$ cat src/inc/i2c_slave_defs.svh
// Constants of the two-wire register access slave.
`ifndef I2C_SLAVE_DEFS_SVH
`define I2C_SLAVE_DEFS_SVH

// Seven-bit bus address that the slave answers to.
`define SLV_DEV_ADDR   7'h51
// Highest valid register pointer value.
`define SLV_REG_LAST   8'h2F
// Lowest register pointer value, taken on wrap.
`define SLV_REG_FIRST  8'h00
// Number of registers in the space.
`define SLV_REG_COUNT  48
// Data bits in one byte on the wire.
`define SLV_BYTE_BITS  4'h8
// Reset value of every register cell, of the shifter and of the write data byte.
`define SLV_RESET_BYTE 8'h00

`endif

$ cat src/inc/i2c_slave_pkg.sv
// Types shared by the two-wire register access slave.
`default_nettype none

package i2c_slave_pkg;

  // Protocol states, one-hot.
  typedef enum logic [6:0] {
    ST_IDLE  = 7'h01,  // Ignoring the bus until a START.
    ST_ADDR  = 7'h02,  // Receiving the address byte.
    ST_PTR   = 7'h04,  // Receiving the pointer byte.
    ST_WDATA = 7'h08,  // Receiving write data bytes.
    ST_SACK  = 7'h10,  // Slave drives the acknowledge.
    ST_TX    = 7'h20,  // Slave shifts out a read byte.
    ST_MACK  = 7'h40   // Master answers a read byte.
  } slv_state_t;

endpackage : i2c_slave_pkg

`default_nettype wire

$ cat src/inc/reg_port_if.sv
// Register port between the protocol engine and the register store.
`default_nettype none

interface reg_port_if;
  logic       wr_en;  // One-cycle write strobe.
  logic [7:0] addr;   // Register pointer.
  logic [7:0] wdata;  // Byte to store.
  logic [7:0] rdata;  // Byte stored at addr.

  modport ctrl (output wr_en, output addr, output wdata, input rdata);
  modport mem  (input wr_en, input addr, input wdata, output rdata);
endinterface : reg_port_if

`default_nettype wire

$ cat src/rtl/slv_reg_store.sv
// Byte-wide store for the 48-entry register space.
`include "i2c_slave_defs.svh"
`default_nettype none

module slv_reg_store
(
  // Clock and reset.
  input  wire logic clk_sys,
  input  wire logic rst_n,
  input  wire logic clk_en,
  // Register port.
  reg_port_if.mem   rp
);

  // Register cells.
  logic [7:0] cells_r [`SLV_REG_COUNT];

  // *************************************************************
  // Storage
  // *************************************************************

  // Cells clear at reset and take a byte on each enabled write strobe whose address is in range.
  always_ff @(posedge clk_sys or negedge rst_n)
  begin
    if (!rst_n)
    begin
      for (int i = 0; i < `SLV_REG_COUNT; i++)
        cells_r[i] <= `SLV_RESET_BYTE;
    end
    else if (clk_en && rp.wr_en && (rp.addr <= `SLV_REG_LAST))
    begin
      cells_r[rp.addr[5:0]] <= rp.wdata;
    end
  end

  // Read is asynchronous so a byte is ready the moment the pointer moves.
  // Out-of-range addresses read as zero rather than aliasing.
  assign rp.rdata = (rp.addr <= `SLV_REG_LAST) ? cells_r[rp.addr[5:0]] : `SLV_RESET_BYTE;

endmodule : slv_reg_store

`default_nettype wire

$ cat src/rtl/i2c_register_access_slave.sv
// Two-wire serial slave giving byte access to a 48-entry register space.
`include "i2c_slave_defs.svh"
`default_nettype none

module i2c_register_access_slave
(
  // Clock, enable and reset.
  input  wire logic clk_sys,
  input  wire logic clk_en,
  input  wire logic rst_n,
  // Serial clock from the master.
  input  wire logic scl_in,
  // Serial data, open drain.
  input  wire logic sda_in,
  output logic      sda_out,
  output logic      sda_oe,
  // Backup supply indication.
  input  wire logic on_battery,
  // Write notification to the rest of the chip.
  output logic      wr_strobe,
  output logic [7:0] wr_addr,
  output logic [7:0] wr_data
);

  // *************************************************************
  // Declarations
  // *************************************************************

  reg_port_if rp ();

  logic [1:0] scl_sync_r;   // Serial clock synchroniser.
  logic [1:0] sda_sync_r;   // Serial data synchroniser.
  logic [1:0] bat_sync_r;   // Backup supply synchroniser.
  logic       scl_prev_r;   // Previous synchronised clock level.
  logic       sda_prev_r;   // Previous synchronised data level.
  logic       scl_s;        // Synchronised clock.
  logic       sda_s;        // Synchronised data.
  logic       bat_s;        // Synchronised backup indication.
  logic       scl_rise;     // Clock rising edge.
  logic       scl_fall;     // Clock falling edge.
  logic       start_det;    // START seen.
  logic       stop_det;     // STOP seen.

  i2c_slave_pkg::slv_state_t st_r;      // Protocol state.
  i2c_slave_pkg::slv_state_t rx_next_r; // Receive state after a slave ack.
  logic [3:0] bit_cnt_r;    // Bits moved in the current byte.
  logic [7:0] shift_r;      // Byte shift register.
  logic       read_r;       // Transfer direction is read.
  logic       bad_r;        // Pointer out of range, writes discarded.
  logic [7:0] ptr_r;        // Register pointer.
  logic       oe_r;         // Data line pulled low.
  logic       wr_r;         // Write strobe to the store.
  logic [7:0] wdata_r;      // Byte written.
  logic [7:0] waddr_r;      // Where it was written.
  logic       byte_done;    // Eighth bit sampled, clock now falling.

  // Next pointer with wrap to the first register.
  function automatic logic [7:0] ptr_inc(input logic [7:0] p);
    ptr_inc = (p >= `SLV_REG_LAST) ? `SLV_REG_FIRST : p + 8'h01;
  endfunction : ptr_inc

  // *************************************************************
  // Input synchronisers and edge detection
  // *************************************************************

  // Two stages per pin; only the second stage is read by logic.
  always_ff @(posedge clk_sys or negedge rst_n)
  begin
    if (!rst_n)
    begin
      scl_sync_r <= 2'h3;
      sda_sync_r <= 2'h3;
      bat_sync_r <= 2'h0;
      scl_prev_r <= 1'b1;
      sda_prev_r <= 1'b1;
    end
    else if (clk_en)
    begin
      scl_sync_r <= {scl_sync_r[0], scl_in};
      sda_sync_r <= {sda_sync_r[0], sda_in};
      bat_sync_r <= {bat_sync_r[0], on_battery};
      scl_prev_r <= scl_sync_r[1];
      sda_prev_r <= sda_sync_r[1];
    end
  end

  assign scl_s     = scl_sync_r[1];
  assign sda_s     = sda_sync_r[1];
  assign bat_s     = bat_sync_r[1];
  assign scl_rise  = scl_s && !scl_prev_r;
  assign scl_fall  = !scl_s && scl_prev_r;
  // Data edges count as conditions only while the clock stays high.
  assign start_det = scl_s && scl_prev_r && sda_prev_r && !sda_s;
  assign stop_det  = scl_s && scl_prev_r && !sda_prev_r && sda_s;
  assign byte_done = scl_fall && (bit_cnt_r == `SLV_BYTE_BITS);

  // *************************************************************
  // Protocol engine
  // *************************************************************

  // One process owns the state, bit count, shifter and data line.
  // Bits are only sampled at the clock rise, so data changes in the
  // high phase are read as conditions, never as data.
  always_ff @(posedge clk_sys or negedge rst_n)
  begin
    if (!rst_n)
    begin
      st_r      <= i2c_slave_pkg::ST_IDLE;
      rx_next_r <= i2c_slave_pkg::ST_PTR;
      bit_cnt_r <= 4'h0;
      shift_r   <= `SLV_RESET_BYTE;
      read_r    <= 1'b0;
      bad_r     <= 1'b0;
      oe_r      <= 1'b0;
    end
    else if (clk_en)
    begin
      if (bat_s)
      begin
        // Backup supply: release the line and forget the transfer.
        st_r <= i2c_slave_pkg::ST_IDLE;
        oe_r <= 1'b0;
      end
      else if (start_det)
      begin
        // START or repeated START wins over any state.
        st_r      <= i2c_slave_pkg::ST_ADDR;
        bit_cnt_r <= 4'h0;
        bad_r     <= 1'b0;
        oe_r      <= 1'b0;
      end
      else if (stop_det)
      begin
        st_r <= i2c_slave_pkg::ST_IDLE;
        oe_r <= 1'b0;
      end
      else
      begin
        unique case (st_r)
          i2c_slave_pkg::ST_IDLE:
          begin
            // Foreign or finished transfer: wait for START.
            oe_r <= 1'b0;
          end
          i2c_slave_pkg::ST_ADDR,
          i2c_slave_pkg::ST_PTR,
          i2c_slave_pkg::ST_WDATA:
          begin
            if (scl_rise)
            begin
              // MSB first into the low end of a left shift.
              shift_r   <= {shift_r[6:0], sda_s};
              bit_cnt_r <= bit_cnt_r + 4'h1;
            end
            else if (byte_done)
            begin
              bit_cnt_r <= 4'h0;
              if (st_r == i2c_slave_pkg::ST_ADDR)
              begin
                if (shift_r[7:1] == `SLV_DEV_ADDR)
                begin
                  read_r    <= shift_r[0];
                  rx_next_r <= i2c_slave_pkg::ST_PTR;
                  st_r      <= i2c_slave_pkg::ST_SACK;
                  oe_r      <= 1'b1;
                end
                else
                begin
                  st_r <= i2c_slave_pkg::ST_IDLE;
                end
              end
              else
              begin
                // Pointer and data bytes are always acknowledged.
                if (st_r == i2c_slave_pkg::ST_PTR)
                  bad_r <= (shift_r > `SLV_REG_LAST);
                rx_next_r <= i2c_slave_pkg::ST_WDATA;
                st_r      <= i2c_slave_pkg::ST_SACK;
                oe_r      <= 1'b1;
              end
            end
          end
          i2c_slave_pkg::ST_SACK:
          begin
            // Low held through the whole acknowledge clock.
            if (scl_fall)
            begin
              if (read_r)
              begin
                // Read data goes out at once, from the pointer.
                shift_r <= rp.rdata;
                oe_r    <= !rp.rdata[7];
                st_r    <= i2c_slave_pkg::ST_TX;
              end
              else
              begin
                oe_r <= 1'b0;
                st_r <= rx_next_r;
              end
            end
          end
          i2c_slave_pkg::ST_TX:
          begin
            // Open drain: pull low for a 0, release for a 1.
            if (scl_fall)
            begin
              if (bit_cnt_r == 4'h7)
              begin
                bit_cnt_r <= 4'h0;
                oe_r      <= 1'b0;
                st_r      <= i2c_slave_pkg::ST_MACK;
              end
              else
              begin
                bit_cnt_r <= bit_cnt_r + 4'h1;
                shift_r   <= {shift_r[6:0], 1'b0};
                oe_r      <= !shift_r[6];
              end
            end
          end
          i2c_slave_pkg::ST_MACK:
          begin
            // Master acknowledge: next byte; not-acknowledge: go quiet.
            if (scl_rise)
              shift_r[0] <= sda_s;
            else if (scl_fall)
            begin
              if (!shift_r[0])
              begin
                shift_r <= rp.rdata;
                oe_r    <= !rp.rdata[7];
                st_r    <= i2c_slave_pkg::ST_TX;
              end
              else
              begin
                st_r <= i2c_slave_pkg::ST_IDLE;
              end
            end
          end
          default:
          begin
            st_r <= i2c_slave_pkg::ST_IDLE;
            oe_r <= 1'b0;
          end
        endcase
      end
    end
  end

  // *************************************************************
  // Pointer and register writes
  // *************************************************************

  // The pointer survives between transfers so a read resumes where the
  // last access left it.
  always_ff @(posedge clk_sys or negedge rst_n)
  begin
    if (!rst_n)
    begin
      ptr_r   <= `SLV_REG_FIRST;
      wr_r    <= 1'b0;
      wdata_r <= `SLV_RESET_BYTE;
      waddr_r <= `SLV_REG_FIRST;
    end
    else if (clk_en)
    begin
      wr_r <= 1'b0;
      if (!bat_s && !start_det && !stop_det)
      begin
        if (byte_done && (st_r == i2c_slave_pkg::ST_PTR) && (shift_r <= `SLV_REG_LAST))
        begin
          ptr_r <= shift_r;
        end
        else if (byte_done && (st_r == i2c_slave_pkg::ST_WDATA) && !bad_r)
        begin
          wr_r    <= 1'b1;
          wdata_r <= shift_r;
          waddr_r <= ptr_r;
          ptr_r   <= ptr_inc(ptr_r);
        end
        else if ((st_r == i2c_slave_pkg::ST_TX) && scl_fall && (bit_cnt_r == 4'h7))
        begin
          ptr_r <= ptr_inc(ptr_r);
        end
      end
    end
  end

  assign rp.wr_en = wr_r;
  assign rp.addr  = wr_r ? waddr_r : ptr_r;
  assign rp.wdata = wdata_r;

  // Register store.
  slv_reg_store u_store
  (
    .clk_sys (clk_sys),
    .rst_n   (rst_n),
    .clk_en  (clk_en),
    .rp      (rp.mem)
  );

  assign sda_out   = 1'b0;
  assign sda_oe    = oe_r;
  assign wr_strobe = wr_r;
  assign wr_addr   = waddr_r;
  assign wr_data   = wdata_r;

  // *************************************************************
  // Checks
  // *************************************************************

  start_to_addr_a : assert property (@(posedge clk_sys) disable iff (!rst_n)
    (clk_en && start_det && !bat_s) |=> (st_r == i2c_slave_pkg::ST_ADDR) && !sda_oe)
    else $error("START did not open an address phase");

  stop_to_idle_a : assert property (@(posedge clk_sys) disable iff (!rst_n)
    (clk_en && stop_det && !start_det) |=> (st_r == i2c_slave_pkg::ST_IDLE))
    else $error("STOP did not return to idle");

  ack_drives_low_a : assert property (@(posedge clk_sys) disable iff (!rst_n)
    (st_r == i2c_slave_pkg::ST_SACK) |-> sda_oe)
    else $error("Acknowledge not driven low");

  foreign_quiet_a : assert property (@(posedge clk_sys) disable iff (!rst_n)
    (clk_en && byte_done && st_r == i2c_slave_pkg::ST_ADDR && !bat_s && !start_det
     && !stop_det && shift_r[7:1] != `SLV_DEV_ADDR)
    |=> (st_r == i2c_slave_pkg::ST_IDLE) && !sda_oe)
    else $error("Foreign address was answered");

  battery_silent_a : assert property (@(posedge clk_sys) disable iff (!rst_n)
    (clk_en && bat_s) |=> !sda_oe && !wr_strobe)
    else $error("Bus answered on backup supply");

  ptr_wrap_a : assert property (@(posedge clk_sys) disable iff (!rst_n)
    (wr_strobe && wr_addr == `SLV_REG_LAST) |-> (ptr_r == `SLV_REG_FIRST))
    else $error("Pointer did not wrap after last register");

  bad_ptr_nowrite_a : assert property (@(posedge clk_sys) disable iff (!rst_n)
    (clk_en && bad_r) |=> !wr_strobe)
    else $error("Write made after out-of-range pointer");

  tx_bit_drive_a : assert property (@(posedge clk_sys) disable iff (!rst_n)
    (st_r == i2c_slave_pkg::ST_TX) |-> (sda_oe == !shift_r[7]))
    else $error("Read bit does not match shifter MSB");

  read_inc_a : assert property (@(posedge clk_sys) disable iff (!rst_n)
    (clk_en && st_r == i2c_slave_pkg::ST_TX && scl_fall && bit_cnt_r == 4'h7
     && !bat_s && !start_det && !stop_det)
    |=> (ptr_r == ptr_inc($past(ptr_r))))
    else $error("Pointer did not advance after read byte");

endmodule : i2c_register_access_slave

`default_nettype wire

$ cat config.mk
export PLATFORM = sky130hd
export DESIGN_NAME = i2c_register_access_slave
export DESIGN_NICKNAME = d
export VERILOG_FILES = /design/src/inc/i2c_slave_pkg.sv /design/src/inc/reg_port_if.sv /design/src/rtl/slv_reg_store.sv /design/src/rtl/i2c_register_access_slave.sv
export VERILOG_INCLUDE_DIRS = /design/src /design/src/inc
export SDC_FILE = /design/constraint.sdc
export NUM_CORES = 1
export LEC_CHECK = 0
export BUFFER_PORTS_ARGS = -buffer_cell sky130_fd_sc_hd__buf_2
export CAP_MARGIN = 5
export CORE_ASPECT_RATIO = 1.25
export CORE_MARGIN = 2
export CORE_UTILIZATION = 65
export CTS_CLUSTER_SIZE = 25
export DETAILED_ROUTE_END_ITERATION = 12
export GPL_TIMING_DRIVEN = 0
export PLACE_DENSITY = 0.92
export SETUP_SLACK_MARGIN = 0.4
export SKIP_CTS_REPAIR_TIMING = 1
export SYNTH_ARGS = -nofsm -noshare
export SYNTH_HDL_FRONTEND = slang
export SYNTH_SLANG_ARGS = --single-unit
$ cat constraint.sdc
create_clock -name clk_sys -period 6.3 [get_ports clk_sys]
set_input_delay 1.89 -clock clk_sys [delete_from_list [all_inputs] [get_ports clk_sys]]
set_output_delay 1.89 -clock clk_sys [all_outputs]
set_load 0.02 [all_outputs]
==> out/results.ini, run 1 <==
[outcome]
status = complete, but fails checks
failed_checks = capacitance limit

[drt]
drcViolationCount = 0
dr.pass1.iters = 7
wl_per_cell_um = 35.7
vias = 16700
avgViaCountPerCell = 7.48
wl_um = 79400
first_iter_violations = 2514
ant_nets = 0

[clock_network]
clk_latency_ns = 0.59
root_buffer = clkbuf_16
cts-htree-levels = 2
cts_tree = done
clock_path_buffers = 3
cts_num_sinks = 441
cts_buffers = 43
clkTransAtPathRegs_ns = 0.07

[layout]
drive_above_1_share_pct = 35.7
final_area_um2 = 23100
stdcell_count = 2228
nets = 1783
fill_cells = 2117
fin_util_pct = 73.0
synthToLayoutAreaGrowth_pct = 11.2

[power_and_ir_drop]
clkPwrFrac_pct = 47.1
p_leak_nw = 10.8
power.net_switching_mw = 1.42
totalPowerFinal_mw = 5.99
combPwrFrac_pct = 5.2
switching_share_pct = 23.7
power_density_nw_per_um2 = 259
power_frac_seq_pct = 47.7
internal_power_mw = 4.57
vdd.ir_drop.worst_mv = 0.268

[yosys]
syn-num-nets = 1711
synth_ff_type = dfrtp_1
async_reset_ff_share_pct = 100
synth_compound_area_share_pct = 10.5
synth_top_area_cell = dfrtp_1
synth_area_leaders = dfrtp_1 52%, mux2_2 24%, o22ai_1 2.6%
synth_xor_area_share_pct = 0.168
syn_area_per_cell_um2 = 12.2
synthTopCellsByCount = 434 x mux2_2, 433 x dfrtp_1, 94 x nand2_1
synth_top_area_share_pct = 52.1
yosys.area_share.simple_pct = 8.41
synthAdderAreaFrac_pct = 0.361
ys_seq_area_share_pct = 53.1
synth_edf_count = 0
synth_top_family_by_area = multiplexers
muxShareOfSynthArea_pct = 24.6
synthesis.area_um2 = 20800
synthCells = 1699
synth_most_common_cell = mux2_2
yosysUniqueCellTypes = 79
synth_seq_cells = 441
yosysWarnings = 0

[placed_design]
place_area_um2 = 21600
io_buffer_count = 22
globalplace.congestion = 1.07
dp_cells = 2138
dp_slack_ns = 1.67
hpwl_um = 53100

[timing]
tightest_slew_ns = 1.44
finalClockSkew_ns = 0.0329
report.final.slew_viol_count = 0
worst_slew_margin_rel_pct = 1.44
layout_setup_ws_ns = 1.21
setup_viol = 0
setup_tns_ns = 0
hold_violations = 0
rsz0062_at_grt = no
fmax_mhz = 196
fin_crit_sh_pct = 80.9
layout_min_cycle_time_ns = 5.09
whs_ns = 0.488

[floorplanning]
core_um2 = 31700
dieWidth_um = 164
dieArea_um2 = 33400
initial_utilization_pct = 65.6
rows = 73
dieHeight_um = 204
pin_count = 25

[grt]
grt_overflow = 0
grt_pass1_wl_um = 113000
use_met1_pct = 57.6
antenna_found_initial = 7
busiest_layer = met2
grt_usage_pct = 48.2
grt_start_max_net_pins = 103
use_met3_pct = 16.3
use_met2_pct = 70.4
grt_pass1_vias = 16700

[hold_path]
hp-class = reg2reg
hp-start = sda_sync_r[0]

[worst_setup_path]
path_class = reg2reg
start_kind = flop
cp.arrival_ns = 5.50
cp_max_fo = 10
r2r-start = wr_strobe
cp-startpoint = wr_strobe
worstPathRequired_ns = 6.70
worst_setup_path_end_kind = flop

[job]
max_cap_viol_count = 1

[state kept, by name (all words and copies together), names as in the netlist]
name,flops
u_store.cells_r,384
wr_addr,8
wr_strobe,1
sda_sync_r,2
bit_cnt_r,4
bat_sync_r,2
sda_prev_r,1
shift_r,8
st_r,7
sda_oe,1
read_r,1
wr_data,8
ptr_r,8
scl_sync_r,2
scl_prev_r,1
bad_r,1
rx_next_r,2
[cells in the final DEF, fill, tap and decap left out, drive strengths merged, types with 5 or more instances in the layout]
master	count
and3	9
nor4	6
nor2b	6
dfrtp	433
bufinv	6
clkbuf	140
o211ai	11
and2	11
clkinv	10
o21ai	56
nand2	96
or3	7
o22ai	86
mux2	434
a2111oi	5
o31ai	5
diode	10
ha	6
a31oi	13
a22oi	7
a21oi	46
a22o	6
dfstp	8
a211oi	18
nor2	114
nand3	30
or4	6
inv	18
o32ai	6
buf	67
nor3	22
nor3b	8
a211o	6
o221ai	26
mux2i	16
[metal layers]
metal / share of wire, % / wire length (µm)
met4: 11 / 8360
met5: 0.021 / 17
met3: 13 / 10100
met1: 34 / 26900
met2: 43 / 34100
[layout make-up]
| type | count | area (µm²) | share of cell area (%) |
|---|---|---|---|
| antenna | 10 | 25.0 | 0.108 |
| buffer | 120 | 515 | 2.23 |
| clock buffer | 60 | 1260 | 5.45 |
| clock inverter | 20 | 274 | 1.19 |
| inverter | 16 | 60.1 | 0.260 |
| multi-input combinational | 1122 | 9180 | 39.7 |
| sequential | 441 | 11000 | 47.8 |
| tap | 412 | 515 | 2.23 |
| timing repair buffer | 27 | 245 | 1.06 |
[worst max-delay path: stages (launching register included)]
cell	delay (ns)
dfrtp_1	0.37
buf_4	0.22
buf_6	0.18
buf_2	0.27
mux2i_1	1.18
clkbuf_1	1.03
nor3_1	0.11
a221oi_1	0.47
nand3_1	0.25
a211oi_1	0.69
a31oi_1	0.15
[cells by family after synthesis]
| group | after synthesis |
|---|---|
| xor gates and xnor gates | 4 |
| buffers and inverters | 136 |
| other | 1 |
| adders and majority gates | 6 |
| DFF | 441 |
| and+or+nand+nor | 333 |
| AOI/OAI and AO/OA | 325 |
| muxes | 453 |
[power by group through the flow]
stage / clock, mW / combinational (mW) / sequential [mW]
floorplan: 0 / 0.130 / 2.91
global placement: 0 / 0.280 / 2.91
detailed placement: 0 / 0.294 / 2.91
CTS: 2.80 / 0.295 / 2.86
global route: 2.91 / 0.322 / 2.86
finish: 2.82 / 0.312 / 2.86
[final timing paths]
check,slack [ns],to,cells past startpoint
setup reg to reg,1.21,sda_oe,10
hold / removal,0.49,sda_sync_r[1],2
hold reg to reg,0.49,sda_sync_r[1],2
setup / recovery,1.21,sda_oe,10
min in group asynchronous,1.26,u_store.cells_r[72],1
max in group asynchronous,3.72,u_store.cells_r[329],3
(Power assumes the default switching activity.)
==> run 2: changes to the inputs <==
--- a/config.mk
+++ b/config.mk
@@ -10,11 +10,11 @@
 export CAP_MARGIN = 5
 export CORE_ASPECT_RATIO = 1.25
 export CORE_MARGIN = 2
-export CORE_UTILIZATION = 65
+export CORE_UTILIZATION = 63
 export CTS_CLUSTER_SIZE = 25
 export DETAILED_ROUTE_END_ITERATION = 12
 export GPL_TIMING_DRIVEN = 0
-export PLACE_DENSITY = 0.92
+export PLACE_DENSITY = 0.9
 export SETUP_SLACK_MARGIN = 0.4
 export SKIP_CTS_REPAIR_TIMING = 1
 export SYNTH_ARGS = -nofsm -noshare
==> constraint.sdc (replaced) <==
create_clock -name clk_sys -period 5.25 [get_ports clk_sys]
set_input_delay 1.575 -clock clk_sys [delete_from_list [all_inputs] [get_ports clk_sys]]
set_output_delay 1.575 -clock clk_sys [all_outputs]
set_load 0.02 [all_outputs]
==> run 2 against run 1 <==
Against the previous run: the run now ends clean; final cell count down 0.18%; core utilization is 2.5 points lower; combinational power grew 20%; sequential share of layout area is 0.32 points higher; fmax rose by 4.8%; non-clock buffer count fell by 1; via count decreased by 1.6%; critical path type unchanged; largest power group unchanged.
==> out/results.ini, run 2 (synthesis results as in run 1) <==
[drt]
ant_nets = 0  ; unchanged
vias = 16400  ; was 16700
wl_um = 79200  ; was 79400 µm
avgViaCountPerCell = 7.37  ; was 7.48
wl_per_cell_um = 35.6  ; was 35.7 µm
drcViolationCount = 0  ; unchanged
dr.pass1.iters = 6  ; was 7
first_iter_violations = 2403  ; was 2514

[clock_network]
cts_num_sinks = 441  ; unchanged
clock_path_buffers = 3  ; unchanged
clk_latency_ns = 0.57  ; was 0.59 ns
root_buffer = clkbuf_16  ; unchanged
cts_buffers = 44  ; was 43
cts-htree-levels = 2  ; unchanged
clkTransAtPathRegs_ns = 0.06  ; was 0.07 ns
cts_tree = done  ; unchanged

[floorplanning]
core_um2 = 32600  ; was 31700 µm²
pin_count = 25  ; unchanged
initial_utilization_pct = 63.8  ; was 65.6%
dieHeight_um = 207  ; was 204 µm
rows = 74  ; was 73
dieArea_um2 = 34500  ; was 33400 µm²
dieWidth_um = 167  ; was 164 µm

[timing]
finalClockSkew_ns = 0.0210  ; was 0.0329 ns
rsz0062_at_grt = no  ; unchanged
worst_slew_margin_rel_pct = 3.69  ; was 1.44%
layout_min_cycle_time_ns = 4.86  ; was 5.09 ns
setup_tns_ns = 0  ; unchanged
layout_setup_ws_ns = 0.391  ; was 1.21 ns
report.final.slew_viol_count = 0  ; unchanged
whs_ns = 0.505  ; was 0.488 ns
fmax_mhz = 206  ; was 196 MHz
hold_violations = 0  ; unchanged
setup_viol = 0  ; unchanged
fin_crit_sh_pct = 92.6  ; was 80.9%
tightest_slew_ns = 1.40  ; was 1.44 ns

[power_and_ir_drop]
vdd.ir_drop.worst_mv = 0.304  ; was 0.268 mV
p_leak_nw = 10.7  ; was 10.8 nW
totalPowerFinal_mw = 6.98  ; was 5.99 mW
power_density_nw_per_um2 = 304  ; was 259 nW/µm²

[layout]
final_common_cell = mux2_2  ; unchanged
nets = 1783  ; unchanged
stdcell_count = 2224  ; was 2228
layout_common_cells = 434 x mux2_2, 433 x dfrtp_1, 94 x nand2_1  ; unchanged
regMostFlops = u_store.cells_r  ; unchanged
final_area_um2 = 23000  ; was 23100 µm²
largest_register_ffs = 384  ; unchanged
drive_above_1_share_pct = 35.3  ; was 35.7%
fin_util_pct = 70.5  ; was 73.0%
fill_cells = 2333  ; was 2117
synthToLayoutAreaGrowth_pct = 10.4  ; was 11.2%

[placed_design]
globalplace.congestion = 1.07  ; about the same
dp_cells = 2143  ; was 2138
io_buffer_count = 22  ; unchanged
hpwl_um = 54100  ; was 53100 µm
place_area_um2 = 21500  ; was 21600 µm²
dp_slack_ns = 0.806  ; was 1.67 ns

[grt]
grt_pass1_wl_um = 114000  ; was 113000 µm
grt_start_max_net_pins = 125  ; was 103
grt_overflow = 0  ; unchanged
grt_usage_pct = 45.8  ; was 48.2%
antenna_found_initial = 4  ; was 7
grt_pass1_vias = 16600  ; was 16700

[worst_setup_path]
path_cells = clkbuf_1 -> mux2_2 -> a21o_1 -> clkbuf_1 -> buf_2 -> buf_2 -> o22ai_1 -> nor2_1 -> o21ai_0 -> o21ai_0 -> a31o_2  ; was buf_4 -> buf_6 -> buf_2 -> mux2i_1 -> clkbuf_1 -> nor3_1 -> a221oi_1 -> nand3_1 -> a211oi_1 -> a31oi_1
slowest_delay_ns = 0.84  ; was 1.18 ns
reg2regPathDepth = 11  ; was 10
reg2reg_slack_ns = 0.39  ; was 1.21 ns
r2r-start = ptr_r[2]  ; was wr_strobe
cp_max_fo = 10  ; unchanged
cp.arrival_ns = 5.36  ; was 5.50 ns
path_class = reg2reg  ; unchanged
worst_setup_path_end_kind = flop  ; unchanged
worstPathRequired_ns = 5.75  ; was 6.70 ns
crit_buf_inv = 4  ; unchanged
timing.rr.end = shift_r[6]  ; was sda_oe
cp_slowest_cell = clkbuf_1  ; was mux2i_1
start_kind = flop  ; unchanged
path_delay_family = buffers and inverters  ; unchanged

[outcome]
status = finished, final reports clean  ; was complete, but fails checks

[hold_path]
hp-class = reg2reg  ; unchanged
holdPathEnd = u_store.cells_r[140]  ; was sda_sync_r[1]
holdPathStages = 1  ; was 2
hp-start = u_store.cells_r[140]  ; was sda_sync_r[0]

[job]
max_cap_viol_count = 0  ; was 1

-- run 2: changes by cell type in the layout (fill, tap and decap cells not counted), moves of 2 or more --
cell | before | now
bufinv_16 | 6 | 2
clkbuf_1 | 84 | 88
clkinv_2 | 9 | 7
diode_2 | 10 | 2
-- run 2: worst max path at each step --
stage | start | to | slack [ns] | cells after the start
after detailed placement | ptr_r[2] | shift_r[6] | 0.81 | 11
after CTS | ptr_r[2] | shift_r[6] | 0.80 | 11
after floorplan | clk_en | shift_r[2] | 1.84 | 8
final | ptr_r[2] | shift_r[6] | 0.39 | 11
after global placement | rst_n | u_store.cells_r[380] | -5.87 | 1
after global routing | ptr_r[2] | shift_r[6] | 0.52 | 11
-- run 2: per-layer routing --
metal | vias to the layer above | part of all wire, % | track usage (%)
li1 | 6423 | - | -
met1 | 8226 | 35 | 55.1
met2 | 1276 | 44 | 67.9
met3 | 473 | 11 | 14.2
met4 | 2 | 10 | 37.6
met5 | - | 0.015 | 0
-- run 2: final cells by class --
cell class	instances	area [µm²]	share of cell area [%]
inverter	16	60.1	0.261
tap	418	523	2.28
sequential	441	11000	48.1
antenna	2	5.00	0.0218
clock inverter	14	144	0.626
timing repair buffer	26	210	0.915
clock buffer	65	1290	5.62
buffer	120	515	2.24
multi-input combinational	1122	9180	39.9
-- run 2: report_power, final --
group / internal [mW] / leakage (nW) / switching, mW
sequential: 3.42 / 6.12 / 0.0136
clock: 1.80 / 0.705 / 1.37
combinational: 0.0869 / 3.90 / 0.287
==> run 3: changes to the inputs <==
--- a/config.mk
+++ b/config.mk
@@ -19,4 +19,5 @@
 export SKIP_CTS_REPAIR_TIMING = 1
 export SYNTH_ARGS = -nofsm -noshare
 export SYNTH_HDL_FRONTEND = slang
+export SYNTH_HIERARCHICAL = 1
 export SYNTH_SLANG_ARGS = --single-unit
==> run 3 against run 2 <==
Against the previous run: fmax shrank 2.0%; combinational power fell by 45%; worst hold slack got worse by 0.013 ns; sequential share of layout area is 1.3 points lower; critical path type unchanged; highest routed layer is now met4; wire length fell by 14%.
==> out/results.ini, run 3 <==
[timing]
rsz0062_at_grt = no  ; unchanged
report.final.slew_viol_count = 0  ; unchanged
tightest_slew_ns = 1.26  ; was 1.40 ns
whs_ns = 0.492  ; was 0.505 ns
hold_violations = 0  ; unchanged
fmax_mhz = 202  ; was 206 MHz
fin_crit_sh_pct = 94.4  ; was 92.6%
layout_min_cycle_time_ns = 4.96  ; was 4.86 ns
setup_viol = 0  ; unchanged
worst_slew_margin_rel_pct = 16.0  ; was 3.69%
setup_tns_ns = 0  ; unchanged
layout_setup_ws_ns = 0.293  ; was 0.391 ns
finalClockSkew_ns = 0.0168  ; was 0.0210 ns

[job]
max_cap_viol_count = 0  ; unchanged

[layout]
drive_above_1_share_pct = 40.2  ; was 35.3%
stdcell_count = 2131  ; was 2224
layout_common_cells = 433 x dfrtp_1, 425 x mux2_2, 68 x clkbuf_1  ; was 434 x mux2_2, 433 x dfrtp_1, 94 x nand2_1
regMostFlops = u_store/cells_r  ; was u_store.cells_r
final_area_um2 = 23600  ; was 23000 µm²
nets = 1687  ; was 1783
synthToLayoutAreaGrowth_pct = 10.5  ; was 10.4%
diodes = 0  ; was 2
final_common_cell = dfrtp_1  ; was mux2_2
largest_register_ffs = 384  ; unchanged
fin_util_pct = 70.4  ; was 70.5%

[worst_setup_path]
cp.arrival_ns = 5.40  ; was 5.36 ns
cp_common_cell = clkbuf_1
timing.rr.end = shift_r[4]  ; was shift_r[6]
path_class = reg2reg  ; unchanged
reg2regPathDepth = 13  ; was 11
worst_setup_path_end_kind = flop  ; unchanged
worstPathRequired_ns = 5.70  ; was 5.75 ns
cp_slowest_cell = a211oi_1  ; was clkbuf_1
path_cells = clkbuf_1 -> nand2_1 -> o21ai_1 -> buf_2 -> clkbuf_2 -> inv_2 -> clkbuf_1 -> o211ai_1 -> o221ai_1 -> a211oi_1 -> a31oi_1 -> a22o_1 -> mux2_2  ; was clkbuf_1 -> mux2_2 -> a21o_1 -> clkbuf_1 -> buf_2 -> buf_2 -> o22ai_1 -> nor2_1 -> o21ai_0 -> o21ai_0 -> a31o_2
start_kind = flop  ; unchanged
r2r-start = wr_strobe  ; was ptr_r[2]
cp_max_fo = 10  ; unchanged
slowest_delay_ns = 0.55  ; was 0.84 ns
reg2reg_slack_ns = 0.29  ; was 0.39 ns

[clock_network]
cts-htree-levels = 2  ; unchanged
root_buffer = clkbuf_16  ; unchanged
cts_num_sinks = 441  ; unchanged
cts_buffers = 43  ; was 44
cts_tree = done  ; unchanged
clk_latency_ns = 0.56  ; was 0.57 ns
clkTransAtPathRegs_ns = 0.06  ; about the same
clock_path_buffers = 3  ; unchanged

[yosys]
synthCells = 1603  ; was 1699
ys_seq_area_share_pct = 51.7  ; was 53.1%
synthesis.area_um2 = 21300  ; was 20800 µm²
synth_top_area_cell = dfrtp_1  ; unchanged
synth_top_area_share_pct = 50.8  ; was 52.1%
synth_most_common_cell = dfrtp_1  ; was mux2_2
yosysUniqueCellTypes = 85  ; was 79
syn-num-nets = 1615  ; was 1711
synth_edf_count = 0  ; unchanged
async_reset_ff_share_pct = 100  ; unchanged
synth_ff_type = dfrtp_1  ; unchanged
synth_area_leaders = dfrtp_1 51%, mux2_2 22%, mux4_2 3.3%  ; was dfrtp_1 52%, mux2_2 24%, o22ai_1 2.6%
synthTopCellsByCount = 433 x dfrtp_1, 425 x mux2_2, 66 x clkbuf_1  ; was 434 x mux2_2, 433 x dfrtp_1, 94 x nand2_1
syn_area_per_cell_um2 = 13.3  ; was 12.2 µm²
yosysWarnings = 6  ; was 0
synth_seq_cells = 441  ; unchanged

[grt]
use_met2_pct = 60.8  ; was 67.9%
use_met3_pct = 9.47  ; was 14.2%
antenna_found_initial = 1  ; was 4
grt_usage_pct = 38.8  ; was 45.8%
grt_pass1_vias = 15800  ; was 16600
grt_overflow = 0  ; unchanged
busiest_layer = met2  ; unchanged
grt_start_max_net_pins = 118  ; was 125
use_met1_pct = 46.7  ; was 55.1%
grt_pass1_wl_um = 100000  ; was 114000 µm

[placed_design]
io_buffer_count = 23  ; was 22
place_area_um2 = 22100  ; was 21500 µm²
dp_slack_ns = 0.0161  ; was 0.806 ns
dp_cells = 2053  ; was 2143
hpwl_um = 45000  ; was 54100 µm
globalplace.congestion = 1.00  ; was 1.07

[floorplanning]
core_um2 = 33500  ; was 32600 µm²
initial_utilization_pct = 63.7  ; was 63.8%
dieArea_um2 = 35400  ; was 34500 µm²
pin_count = 25  ; unchanged
dieHeight_um = 210  ; was 207 µm
rows = 75  ; was 74
dieWidth_um = 169  ; was 167 µm

[drt]
drcViolationCount = 0  ; unchanged
first_iter_violations = 2263  ; was 2403
vias = 15400  ; was 16400
wl_um = 68000  ; was 79200 µm
wl_per_cell_um = 31.9  ; was 35.6 µm
dr.pass1.iters = 8  ; was 6
avgViaCountPerCell = 7.24  ; was 7.37
ant_nets = 0  ; unchanged

[hold_path]
holdPathEnd = u_store/cells_r[111]  ; was u_store.cells_r[140]
hp-class = reg2reg  ; unchanged
hp-start = u_store/cells_r[111]  ; was u_store.cells_r[140]
holdPathStages = 1  ; unchanged

[power_and_ir_drop]
p_leak_nw = 11.6  ; was 10.7 nW
totalPowerFinal_mw = 6.84  ; was 6.98 mW
power_density_nw_per_um2 = 290  ; was 304 nW/µm²
vdd.ir_drop.worst_mv = 0.236  ; was 0.304 mV

[outcome]
status = finished, final reports clean  ; unchanged

==> run 3: power breakdown <==
group | internal [mW] | switching, mW | total [mW] | leakage (nW)
combinational | 0.0653 | 0.140 | 0.205 | 4.83
sequential | 3.43 | 0.0288 | 3.46 | 6.10
clock | 1.85 | 1.32 | 3.18 | 0.722
total | 5.34 | 1.49 | 6.84 | 11.6
==> run 3: cells by family after synthesis <==
family / after synthesis / share of synthesized area (%)
AOI/OAI and AO/OA: 244 / 8.47
and+or+nand+nor: 237 / 7.23
DFF: 441 / 51.7
buffers and inverters: 140 / 2.75
xor gates and xnor gates: 4 / 0.164
other: 1 / 0.0176
adders and majority gates: 6 / 0.352
muxes: 530 / 29.3
==> run 3: worst max path at each step <==
stage,start,end,slack (ns),cells past startpoint
5_1_grt,wr_strobe,shift_r[6],0.41,13
6_report,wr_strobe,shift_r[4],0.29,13
3_5_place_dp,wr_strobe,shift_r[0],0.02,14
2_1_floorplan,wr_strobe,shift_r[0],2.06,10
3_3_place_gp,rst_n,u_store/cells_r[153],-5.66,1
4_1_cts,wr_strobe,shift_r[0],-0.05,14
==> run 3: area by class of cell <==
cell class,count,area (µm²)
flip-flops and latches,441,11000
fillers,2155,9910
multi-input cells,1022,9730
clock buffers,64,1330
well taps,423,529
plain buffers,116,513
repair buffers,27,219
clock inverters,14,139
inverters,24,90.1
==> run 3: per-layer routing <==
metal  wire [µm]  share of wire, %
met5           0                 0
met4        6520               9.6
met1       23200                34
met3        7280                11
met2       30900                46
==> run 3: worst max-delay path: cells and delay by family, from the launching register on <==
family | cells | cell delay (ns)
AO/OA/AOI/OAI | 6 | 1.85
buffers and inverters | 5 | 2.11
flip-flops | 1 | 0.48
multiplexers | 1 | 0.26
AND/OR/NAND/NOR | 1 | 0.12
